**config.mk**
```make
export PLATFORM = sky130hd
export DESIGN_NAME = counter_status_feedback
export DESIGN_NICKNAME = d
export VERILOG_FILES = /design/src/inc/fb_pkg.sv /design/src/counter_status_feedback.sv
export SDC_FILE = /design/constraint.sdc
export NUM_CORES = 1
export LEC_CHECK = 0
export BUFFER_PORTS_ARGS = -buffer_cell sky130_fd_sc_hd__buf_2
export CAP_MARGIN = 20
export CORE_MARGIN = 3
export CORE_UTILIZATION = 55
export CTS_CLUSTER_SIZE = 16
export DETAILED_ROUTE_END_ITERATION = 7
export PLACE_DENSITY_LB_ADDON = 0.12
export SLEW_MARGIN = 20
export SYNTH_ARGS = -nofsm -noshare
export SYNTH_HDL_FRONTEND = slang
export SYNTH_SLANG_ARGS = --single-unit
```
**constraint.sdc**
```tcl
create_clock -name pclk -period 4.7 [get_ports pclk]
set_input_delay 0.235 -clock pclk [delete_from_list [all_inputs] [get_ports pclk]]
set_output_delay 0.235 -clock pclk [all_outputs]
set_load 0.01 [all_outputs]
```
**src/inc/fb_pkg.sv**
```systemverilog
// Purpose: Shared constants and types of the counter status feedback block
// Assumes: APB register access, 32-bit data, one clock
// Notes: Offsets are byte addresses of aligned words
package fb_pkg;
   // Register byte offsets
   localparam logic [7:0] CTRL_OFS = 8'h00;
   localparam logic [7:0] LOADREQ_OFS = 8'h04;
   localparam logic [7:0] LOADVAL_OFS = 8'h08;
   localparam logic [7:0] STATUS_OFS = 8'h0C;
   // Control register field positions
   localparam int CTRL_CLEAR_BIT = 0;
   localparam int CTRL_ACK_BIT = 1;
   localparam int CTRL_DIAG_BIT = 2;
   localparam int CTRL_ISO_BIT = 3;
   localparam int CTRL_SIX_BIT = 4;
   localparam int CTRL_FREE_BIT = 5;
   localparam int CTRL_WIDTH = 6;
   localparam int REQ_WIDTH = 5;
   localparam int STATUS_WIDTH = 13;
   // Reset values
   localparam logic [5:0] CTRL_RESET = 6'h00;
   localparam logic [4:0] REQ_RESET = 5'h00;
   localparam logic [31:0] LOADVAL_RESET = 32'h00000000;
   // Latency in bus cycles (isochronous) or clock cycles (otherwise)
   localparam logic [2:0] ISO_SHORT_CYCLES = 3'h4;
   localparam logic [2:0] ISO_LONG_CYCLES = 3'h6;
   localparam logic [2:0] PLAIN_CYCLES = 3'h1;
   // Accepted range of a count load value
   localparam logic signed [31:0] COUNT_MAX = 32'sh7FFFFFFF;
   localparam logic signed [31:0] COUNT_MIN = -32'sh7FFFFFFF;
   // Control register image
   typedef struct packed {
      logic free_direction;    // Counting without main direction
      logic iso_six;           // Isochronous latency of 6, else 4
      logic iso_mode;          // Isochronous operation
      logic group_diag_enable; // Diagnostics enabled
      logic error_acknowledge; // Error acknowledge
      logic flag_clear_request; // Sticky flag reset request
   } ctrl_t;
   // Feedback image
   typedef struct packed {
      logic parameter_error;
      logic load_error;
      logic supply_fault_error;
      logic counting_downward;
      logic counting_upward;
      logic load_busy;
      logic gate_open;
      logic aux_input_level;
      logic flag_clear_active;
      logic zero_cross_flag;
      logic lower_limit_flag;
      logic upper_limit_flag;
      logic sync_done_flag;
   } feedback_t;
   // Flag clear handshake states
   typedef enum logic [1:0] {C_IDLE, C_WAIT, C_ACTIVE} clear_state_t;
   // Load handshake states
   typedef enum logic [1:0] {L_IDLE, L_WAIT, L_DONE} load_state_t;
endpackage : fb_pkg

```
**src/counter_status_feedback.sv**
```systemverilog
// Purpose: Sticky status, live status and error feedback of a counter
// Assumes: Event inputs come from the counting core on pclk
// Notes: aux_input and supply_short are pins and are synchronised
////////////////////////////////////////////////////////////////////////////
//
// The register offsets and register access over APB were left to the implementer.
module counter_status_feedback
(
   // Clock and reset
   input wire logic pclk,
   input wire logic presetn,
   // APB slave
   input wire logic psel,
   input wire logic penable,
   input wire logic pwrite,
   input wire logic [7:0] paddr,
   input wire logic [31:0] pwdata,
   output logic [31:0] prdata,
   output logic pready,
   output logic pslverr,
   // Counting core events and levels
   input wire logic sync_evt,
   input wire logic upper_evt,
   input wire logic lower_evt,
   input wire logic zero_evt,
   input wire logic count_step,
   input wire logic count_up,
   input wire logic gate_in,
   input wire logic bus_tick,
   input wire logic master_stop,
   input wire logic param_ok,
   input wire logic param_bad,
   // Pins
   input wire logic aux_input,
   input wire logic supply_short,
   // Load path to counting core
   output logic load_strobe,
   output logic [4:0] load_target,
   output logic [31:0] load_data,
   // Feedback
   output fb_pkg::feedback_t feedback,
   output logic channel_diag
);
   import fb_pkg::*;

   ////////////////////////////////////////////////////////////////////////
   // Latency helpers
   function automatic logic [2:0] lat_step(input logic iso,
                                           input logic tick);
      lat_step = iso ? {2'h0, tick} : 3'h1;
   endfunction : lat_step

   function automatic logic [2:0] lat_target(input logic iso,
                                             input logic six);
      lat_target = iso ? (six ? ISO_LONG_CYCLES : ISO_SHORT_CYCLES)
                       : PLAIN_CYCLES;
   endfunction : lat_target

   ////////////////////////////////////////////////////////////////////////
   // Declarations
   ctrl_t ctrl_reg, ctrl_next;             // Control register
   logic [4:0] req_reg, req_next;          // Load request bits
   logic [31:0] val_reg, val_next;         // Load value
   logic [31:0] prdata_reg, prdata_next;   // Read data
   logic err_reg, err_next;                // Bus error
   logic [2:0] aux_s, aux_s_next;          // Aux pin synchroniser
   logic [2:0] sup_s, sup_s_next;          // Supply pin synchroniser
   logic aux_reg, aux_next;                // Filtered aux level
   logic short_reg, short_next;            // Filtered supply short
   feedback_t fb_reg, fb_next;             // Flags and status
   clear_state_t cst_reg, cst_next;        // Clear handshake
   logic [2:0] ccnt_reg, ccnt_next;        // Clear latency count
   load_state_t lst_reg, lst_next;         // Load handshake
   logic [2:0] lcnt_reg, lcnt_next;        // Load latency count
   logic strobe_next;
   logic [4:0] target_next;
   logic [31:0] data_next;
   logic setup, access, clr_pulse, conflict, one_hot;
   logic good_load, bad_load, transparent;

   ////////////////////////////////////////////////////////////////////////
   // APB decode: read data taken in setup, zero wait access
   assign setup = psel && !penable;
   assign access = psel && penable;
   assign pready = access;
   assign prdata = prdata_reg;
   assign pslverr = err_reg && access;
   assign feedback = fb_reg;

   always_comb
   begin
      ctrl_next = ctrl_reg;
      req_next = req_reg;
      val_next = val_reg;
      prdata_next = prdata_reg;
      err_next = err_reg;
      // Setup phase: decode and prepare answer
      if (setup)
      begin
         err_next = 1'b0;
         case (paddr)
            CTRL_OFS: prdata_next = {26'h0, ctrl_reg};
            LOADREQ_OFS: prdata_next = {27'h0, req_reg};
            LOADVAL_OFS: prdata_next = val_reg;
            STATUS_OFS: prdata_next = {19'h0, fb_reg};
            default:
            begin
               prdata_next = 32'h00000000;
               err_next = 1'b1;
            end
         endcase
      end
      // Access phase: write takes effect
      if (access && pwrite)
      begin
         case (paddr)
            CTRL_OFS: ctrl_next = ctrl_t'(pwdata[CTRL_WIDTH-1:0]);
            LOADREQ_OFS: req_next = pwdata[REQ_WIDTH-1:0];
            LOADVAL_OFS: val_next = pwdata;
            default: ; // Status read only, unmapped ignored
         endcase
      end
   end

   always_ff @(posedge pclk or negedge presetn)
   begin
      if (!presetn)
      begin
         ctrl_reg <= ctrl_t'(CTRL_RESET);
         req_reg <= REQ_RESET;
         val_reg <= LOADVAL_RESET;
         prdata_reg <= 32'h00000000;
         err_reg <= 1'b0;
      end
      else
      begin
         ctrl_reg <= ctrl_next;
         req_reg <= req_next;
         val_reg <= val_next;
         prdata_reg <= prdata_next;
         err_reg <= err_next;
      end
   end

   ////////////////////////////////////////////////////////////////////////
   // Pin synchronisers: change counts when stages two and three agree
   always_comb
   begin
      aux_s_next = {aux_s[1:0], aux_input};
      sup_s_next = {sup_s[1:0], supply_short};
      aux_next = (aux_s[1] == aux_s[2]) ? aux_s[2] : aux_reg;
      short_next = (sup_s[1] == sup_s[2]) ? sup_s[2] : short_reg;
   end

   always_ff @(posedge pclk or negedge presetn)
   begin
      if (!presetn)
      begin
         aux_s <= 3'h0;
         sup_s <= 3'h0;
         aux_reg <= 1'b0;
         short_reg <= 1'b0;
      end
      else
      begin
         aux_s <= aux_s_next;
         sup_s <= sup_s_next;
         aux_reg <= aux_next;
         short_reg <= short_next;
      end
   end

   ////////////////////////////////////////////////////////////////////////
   // Flag clear handshake and load handshake
   assign conflict = !$onehot0(req_reg);
   assign one_hot = $onehot(req_reg);
   assign clr_pulse = (cst_reg == C_WAIT) && (cst_next == C_ACTIVE);

   always_comb
   begin
      cst_next = cst_reg;
      ccnt_next = ccnt_reg;
      lst_next = lst_reg;
      lcnt_next = lcnt_reg;
      strobe_next = 1'b0;
      target_next = load_target;
      data_next = load_data;
      good_load = 1'b0;
      bad_load = 1'b0;
      // Status reset: request, latency, clear, acknowledge
      case (cst_reg)
         C_IDLE:
         begin
            ccnt_next = 3'h0;
            if (ctrl_reg.flag_clear_request)
               cst_next = C_WAIT;
         end
         C_WAIT:
         begin
            ccnt_next = ccnt_reg + lat_step(ctrl_reg.iso_mode, bus_tick);
            if (!ctrl_reg.flag_clear_request)
               cst_next = C_IDLE;
            else if (ccnt_next >= lat_target(ctrl_reg.iso_mode,
                                             ctrl_reg.iso_six))
               cst_next = C_ACTIVE;
         end
         C_ACTIVE:
            if (!ctrl_reg.flag_clear_request)
               cst_next = C_IDLE;
         default: cst_next = C_IDLE;
      endcase
      // Load: one request bit, latency, check and apply
      case (lst_reg)
         L_IDLE:
         begin
            lcnt_next = 3'h0;
            if (one_hot)
               lst_next = L_WAIT;
         end
         L_WAIT:
         begin
            lcnt_next = lcnt_reg + lat_step(ctrl_reg.iso_mode, bus_tick);
            if (!one_hot)
               lst_next = L_IDLE;
            else if (lcnt_next >= lat_target(ctrl_reg.iso_mode,
                                             ctrl_reg.iso_six))
            begin
               lst_next = L_DONE;
               // Count loads are range checked, old value kept on fault
               if (req_reg[1:0] != 2'h0 &&
                   ($signed(val_reg) > COUNT_MAX ||
                    $signed(val_reg) < COUNT_MIN))
                  bad_load = 1'b1;
               else
               begin
                  good_load = 1'b1;
                  strobe_next = 1'b1;
                  target_next = req_reg;
                  data_next = val_reg;
               end
            end
         end
         L_DONE:
            if (req_reg == 5'h00)
               lst_next = L_IDLE;
         default: lst_next = L_IDLE;
      endcase
   end

   always_ff @(posedge pclk or negedge presetn)
   begin
      if (!presetn)
      begin
         cst_reg <= C_IDLE;
         ccnt_reg <= 3'h0;
         lst_reg <= L_IDLE;
         lcnt_reg <= 3'h0;
         load_strobe <= 1'b0;
         load_target <= 5'h00;
         load_data <= 32'h00000000;
      end
      else
      begin
         cst_reg <= cst_next;
         ccnt_reg <= ccnt_next;
         lst_reg <= lst_next;
         lcnt_reg <= lcnt_next;
         load_strobe <= strobe_next;
         load_target <= target_next;
         load_data <= data_next;
      end
   end

   ////////////////////////////////////////////////////////////////////////
   // Sticky flags, live status and errors
   assign transparent = ctrl_reg.error_acknowledge || master_stop;

   always_comb
   begin
      fb_next = fb_reg;
      // Sticky events, set wins over clear
      fb_next.sync_done_flag = sync_evt ||
         (fb_reg.sync_done_flag && !clr_pulse);
      fb_next.upper_limit_flag = upper_evt ||
         (fb_reg.upper_limit_flag && !clr_pulse);
      fb_next.lower_limit_flag = lower_evt ||
         (fb_reg.lower_limit_flag && !clr_pulse);
      fb_next.zero_cross_flag = (zero_evt && ctrl_reg.free_direction) ||
         (fb_reg.zero_cross_flag && !clr_pulse);
      fb_next.flag_clear_active = (cst_next == C_ACTIVE);
      fb_next.aux_input_level = aux_reg;
      fb_next.gate_open = gate_in;
      fb_next.load_busy = (lst_next == L_WAIT);
      // Direction of the last count change
      if (count_step)
      begin
         fb_next.counting_upward = count_up;
         fb_next.counting_downward = !count_up;
      end
      // Errors follow cause when transparent, else latch (load error until a good load)
      if (transparent)
      begin
         fb_next.supply_fault_error = short_reg;
         fb_next.load_error = conflict || bad_load;
      end
      else
      begin
         fb_next.supply_fault_error = short_reg ||
            fb_reg.supply_fault_error;
         fb_next.load_error = conflict || bad_load ||
            (fb_reg.load_error && !good_load);
      end
      // Only correct parameters clear this one
      fb_next.parameter_error = param_bad ||
         (fb_reg.parameter_error && !param_ok);
   end

   always_ff @(posedge pclk or negedge presetn)
   begin
      if (!presetn)
      begin
         fb_reg <= feedback_t'(13'h0000);
         channel_diag <= 1'b0;
      end
      else
      begin
         fb_reg <= fb_next;
         channel_diag <= ctrl_reg.group_diag_enable &&
            (fb_next.supply_fault_error || fb_next.load_error ||
             fb_next.parameter_error);
      end
   end
endmodule : counter_status_feedback

```
; After elaboration in Yosys (flattened, before gate mapping)
; Index checks and enable logic that the tools add are counted.
[totals]
word_cells = 129
output_inout_bits = 86
register_bits = 146
in_bits = 58
[classes]
eq_ne = 12
bitwise_logic = 1
muxes = 26
magnitude_cmp = 5
add_sub_neg = 6
reduce_logical = 44
[ops]
columns = operator, n
row1 = case mux 32 bit (4 select lines), 1
row2 = > comparator 32 bit (second input constant), 1
row3 = less-than comparator 32 bit (second input constant), 1
row4 = 2-to-1 mux 2 bit, 10
row5 = equality test 8 x 4 -> 1 bit (second input constant), 2
row6 = logical AND 1 bit, 14
row7 = logical OR 1 bit, 12
row8 = case mux 2 bit (3 select lines), 2
row9 = case mux 3 bit (2 select lines), 2
row10 = 2-to-1 mux 1 bit, 10
row11 = equality test 8 x 3 -> 1 bit (second input constant), 1
row12 = logical NOT 8 bit, 1
row13 = adder 3 x 1 -> 3 bit, 2
row14 = equality test 2 x 1 -> 1 bit (second input constant), 3
row15 = equality test 2 bit (second input constant), 3
row16 = greater-or-equal comparator 3 bit, 2
row17 = logical NOT 1 bit, 6
row18 = AND reduction 2 bit, 3
row19 = nonzero test 2 bit, 3
row20 = logical NOT 5 bit, 1
row21 = adder 1 x 1 -> 2 bit, 2
row22 = logical NOT 2 bit, 2
row23 = AND reduction 4 bit, 1
row24 = OR reduction 4 bit, 1
row25 = 7 further kinds, 8

; Longest topological paths before layout
[logic_depth]
ltp_word = 14
depth_mapped = 12
mapped_depth_nobuf = 10

; Worst setup path before layout
; No wires, ideal clock.
[synth_path]
path_type = register to register
start = register req_reg[0]
end = register load_data[13]
n_path_buf = 2
t_required_ns = 4.575
path_slack_ns = 1.768
stages_incl_launch_ff = 11
arrival_ns = 2.807
synth_period_minus_slack_ns = 2.932
setup_time_ns = 0.125
path_cell_list = dfrtp_1 inv_1 fa_1 fa_1 ha_1 nor4_1 nand2_1 a21oi_2 buf_6 buf_8 mux2_4
[synth_between]
elab_chain_cells = 5
word_cells_on_any_way = 8
classes_between = 3 x add/sub / 1 x eq/ne / 1 x bitwise / 3 x reduce/logical
[synth_lines]
columns = item, line_no
row1 = from (decl), counter_status_feedback.sv:62  ; logic [4:0] req_reg, req_next;
row2 = from (signal assigned), counter_status_feedback.sv:138  ; req_reg <= req_next;
row3 = adder 1 x 1 -> 2 bit (implied by the code), counter_status_feedback.sv:176  ; assign one_hot = $onehot(req_reg);
row4 = adder 2 x 2 -> 3 bit (implied by the code), counter_status_feedback.sv:176
row5 = adder 3 x 1 -> 3 bit (implied by the code), counter_status_feedback.sv:176
row6 = equality test 3 x 1 -> 1 bit, counter_status_feedback.sv:176
row7 = AND reduction 4 bit (no line) *, --
row8 = to (signal assigned), counter_status_feedback.sv:270  ; load_data <= data_next;
row9 = to (decl), counter_status_feedback.sv:39  ; output logic [31:0] load_data,
; Mark *: on every way between the ends. The rest lies on a longest branch, timed or not.
; A chain may end at the register's enable or synchronous reset.

; Worst setup path in the final report
[layout_path]
start = register req_reg[0]
end = register load_data[31]
; Same word-level chain as after synthesis.

==> results.md <==
- Via count of the first global-routing pass: 4593
- Maxcap violations: 0
- Internal power summed over all cells: 2283 uW
- Slew of the pin with the lowest slew margin: 926.2 ps
- Overall global routing resource usage: 0.2512
- Diodes inserted: 0
- Share of post-route cells with drive strength above 1: 0.4252
- Wire length after detailed routing: 14580 um
- CTS Buffer Depth: 2
- Switching power share of the total: 0.2056
- DRC violation count after routing: 0
- Average cell area after synthesis: 14.31 um^2
- Maximum frequency from static timing analysis: 279.5 MHz
- Initial DRC count: between 200 and 250
- Mean routed wirelength per cell: approximately 19 um
- Crit Path Max Fanout: 24
- Post-CTS Repair Setup Buffers: 0
- Required time of the critical path: 5100 ps
- Total count of hold-check failures in the final report: 0
- Total Power: 2873 uW
- Post-layout nets: 686
- Setup violations, final: 0
- Clock Root Buffer: sky130_fd_sc_hd__clkbuf_8
- Slew HR: 0.3825
- Number of library cell types mapped by synthesis: 41
- RSZ-0062 raised after global routing: no
- Sum of met3 wire segment lengths after detailed routing: roughly 870 um
- Share of flip-flops with an asynchronous set or reset after synthesis: 1.000
- Number of fillers in the final layout: 667
- Combinational Power Share: 0.052
- Worst min path class: input port to register
- Number of flops mapped to enable cells by yosys: 0
- Result of the run: finished, final reports clean
- Post-Place Worst Slack: between 1000 and 1500 ps
- Most common flop cell mapped by yosys: sky130_fd_sc_hd__dfrtp_1
- Number of cells in the finished layout apart from fillers: between 700 and 800
- Total core area: 0.01046 mm^2
- Pin count of the biggest net entering global routing: roughly 100
- Total of cells resized after clock tree synthesis: 0
- H-tree depth reported by CTS: 4
- Height of the die: about 110 um
- DR pass1 iterations: 4
- Residual antenna-violating net count after detailed routing: 0
- Clock Skew: 7.011 ps
- Fraction of the cycle the final worst path needs: 0.7612
- Crit path launch type: register
- Number of CTS-inserted buffers: 17
- Cell area power density: 362.0 mW/mm^2
- Number of antenna violations at the first check in global routing: 0
- Commonest cells after routing, fill and taps aside: sky130_fd_sc_hd__dfrtp_1, sky130_fd_sc_hd__buf_2, sky130_fd_sc_hd__mux2_2
- Initial core utilization: 0.5745
- Routed length on met2: 7109 um
- TritonCTS clock tree: built
- Via total after detailed routing: 4181
- Part of the total power dissipated in the clock network: 0.497
- Boundary pin count: 144
- Clock insertion delay at the later pin of the skew report: between 500 and 600 ps
- Post-placement cell count: around 690
- Width of the chip: 110.5 um
- WS Path Type: register to register
- Total congestion overflow: 0
- Max layer used: met4
- Routability congestion estimate from global placement: 0.8329
- Synth warnings: 0
- Post-synthesis instance total: 420
- Total nets after synthesis: 491
- Net switching component of the power: 590.8 uW
- PnR worst setup slack: 1122 ps
- Arrival time of data at the critical path endpoint: 3980 ps
- Final total negative setup slack: 0 ps
- Total of flip-flops plus latches after synthesis: 146
- Sum of routed wire segments on met1: between 6000 and 7000 um
- Clock tree sinks: 146
- Clock transition at the registers of the reported paths: approximately 60 ps
- Worst IR Drop VDD: 0.2221 mV
- Area Overhead vs Synth: 32.06%
- Total standard cell area after synthesis: 0.006011 mm^2
- Fin. max-slew vios: 0
- Number of hold-repair buffers added at the cts stage: 44
- Cell row count: 37
- Critical Path Sink Type: register
- Post-DP HPWL: 9829 um
- Share of the yosys chip area belonging to registers: 0.6078
- Leakage power of the design: 0.004169 uW
- Per-cell via count in the routed design: around 5.5
- Most common cell after layout, fill and taps aside: sky130_fd_sc_hd__dfrtp_1
- Area of the die: around 0.012 mm^2
- Total of buffers placed on input and output ports: 143
- Register share of total power: 0.450
- Shortest clock period the worst path allows after layout: 3578 ps
- Global-route wire length before repair: 24360 um
[Yosys cell counts (3+ instances only)]
cell type                  number  area, um^2
sky130_fd_sc_hd__clkbuf_1       5       18.77
sky130_fd_sc_hd__o21ai_0       17       85.08
sky130_fd_sc_hd__mux4_2         5       112.6
sky130_fd_sc_hd__buf_4          5       37.54
sky130_fd_sc_hd__nor2_1        10       37.54
sky130_fd_sc_hd__a21o_1         7       52.55
sky130_fd_sc_hd__nor4_1         7       43.79
sky130_fd_sc_hd__a21oi_1        6       30.03
sky130_fd_sc_hd__dfrtp_1      146        3654
sky130_fd_sc_hd__buf_2          3       15.01
sky130_fd_sc_hd__nand2_1       25       93.84
sky130_fd_sc_hd__nand2b_1       3       18.77
sky130_fd_sc_hd__mux2i_1        7       70.07
sky130_fd_sc_hd__mux2_4        16       240.2
sky130_fd_sc_hd__ha_1          11       137.6
sky130_fd_sc_hd__nand3_1        7       35.03
sky130_fd_sc_hd__a22o_1        29       254.0
sky130_fd_sc_hd__inv_1         15       56.30
sky130_fd_sc_hd__mux2_2        61       686.9
sky130_fd_sc_hd__nor2b_1        4       25.02
[critical path: stages (launching register included)]
cell and delay [ps]:
sky130_fd_sc_hd__dfrtp_1 380, sky130_fd_sc_hd__inv_1 100, sky130_fd_sc_hd__fa_1 500, sky130_fd_sc_hd__fa_1 400, sky130_fd_sc_hd__ha_1 290, sky130_fd_sc_hd__nor4_1 430, sky130_fd_sc_hd__nand2_1 200, sky130_fd_sc_hd__a21oi_4 510
sky130_fd_sc_hd__buf_12 280, sky130_fd_sc_hd__mux2_2 350
[kinds of logic (layout without fill, tap and decap cells)]
family          Yosys count  count (layout)  synth area share
fa+ha+maj                15              15           0.03289
flops                   146             146            0.6078
compound gates           62              62           0.07411
simple gates             75              75           0.07015
buf+inv                  31             239           0.02748
xor+xnor                  2               2          0.002915
mux                      89              89            0.1846
[through the flow]
stage	hold slack (ps)	area [um^2]	utilization
floorplan	-60.59	6011	-
global placement	334.5	6853	0.6550
detailed placement	344.2	6860	0.6557
CTS	20.29	7938	0.7587
global route	48.12	7938	0.7587
finish	34.57	7938	0.7587
[routing by layer]
metal	vias to the layer above	GRT usage
li1	1897	-
met5	-	0
met1	2128	0.3354
met3	17	0.06575
met4	0	0.07882
met2	139	0.4057
[layout make-up]
class,count,area [um^2],share of cell area
Multi-Input combinational cell,243,2208,0.2782
Timing Repair Buffer,192,1212,0.1527
Tap cell,136,170.2,0.02144
Clock inverter,9,150.1,0.01892
Inverter,15,56.30,0.007093
Clock buffer,23,486.7,0.06132
Sequential cell,146,3654,0.4603
[power by group through the flow]
stage | Clock, uW | Combinational (uW) | Sequential (uW)
after CTS | 1450 | 152 | 1290
after floorplan | 0 | 46.9 | 1320
after detailed placement | 0 | 122 | 1320
after global placement | 0 | 119 | 1320
after global routing | 1500 | 168 | 1300
final | 1430 | 151 | 1290
[path summary, 6_finish.rpt]
check,from,end,slack (ps),cells past startpoint
max in group asynchronous,presetn,req_reg[1],3180,3
min reg2reg,aux_s[0],aux_s[1],360,0
max,req_reg[0],load_data[31],1120,9
min in group asynchronous,presetn,load_data[24],390,2
min,param_ok,feedback[12],30,3
max reg2reg,req_reg[0],load_data[31],1120,9
No activity file was read; power rests on OpenSTA's default activity.
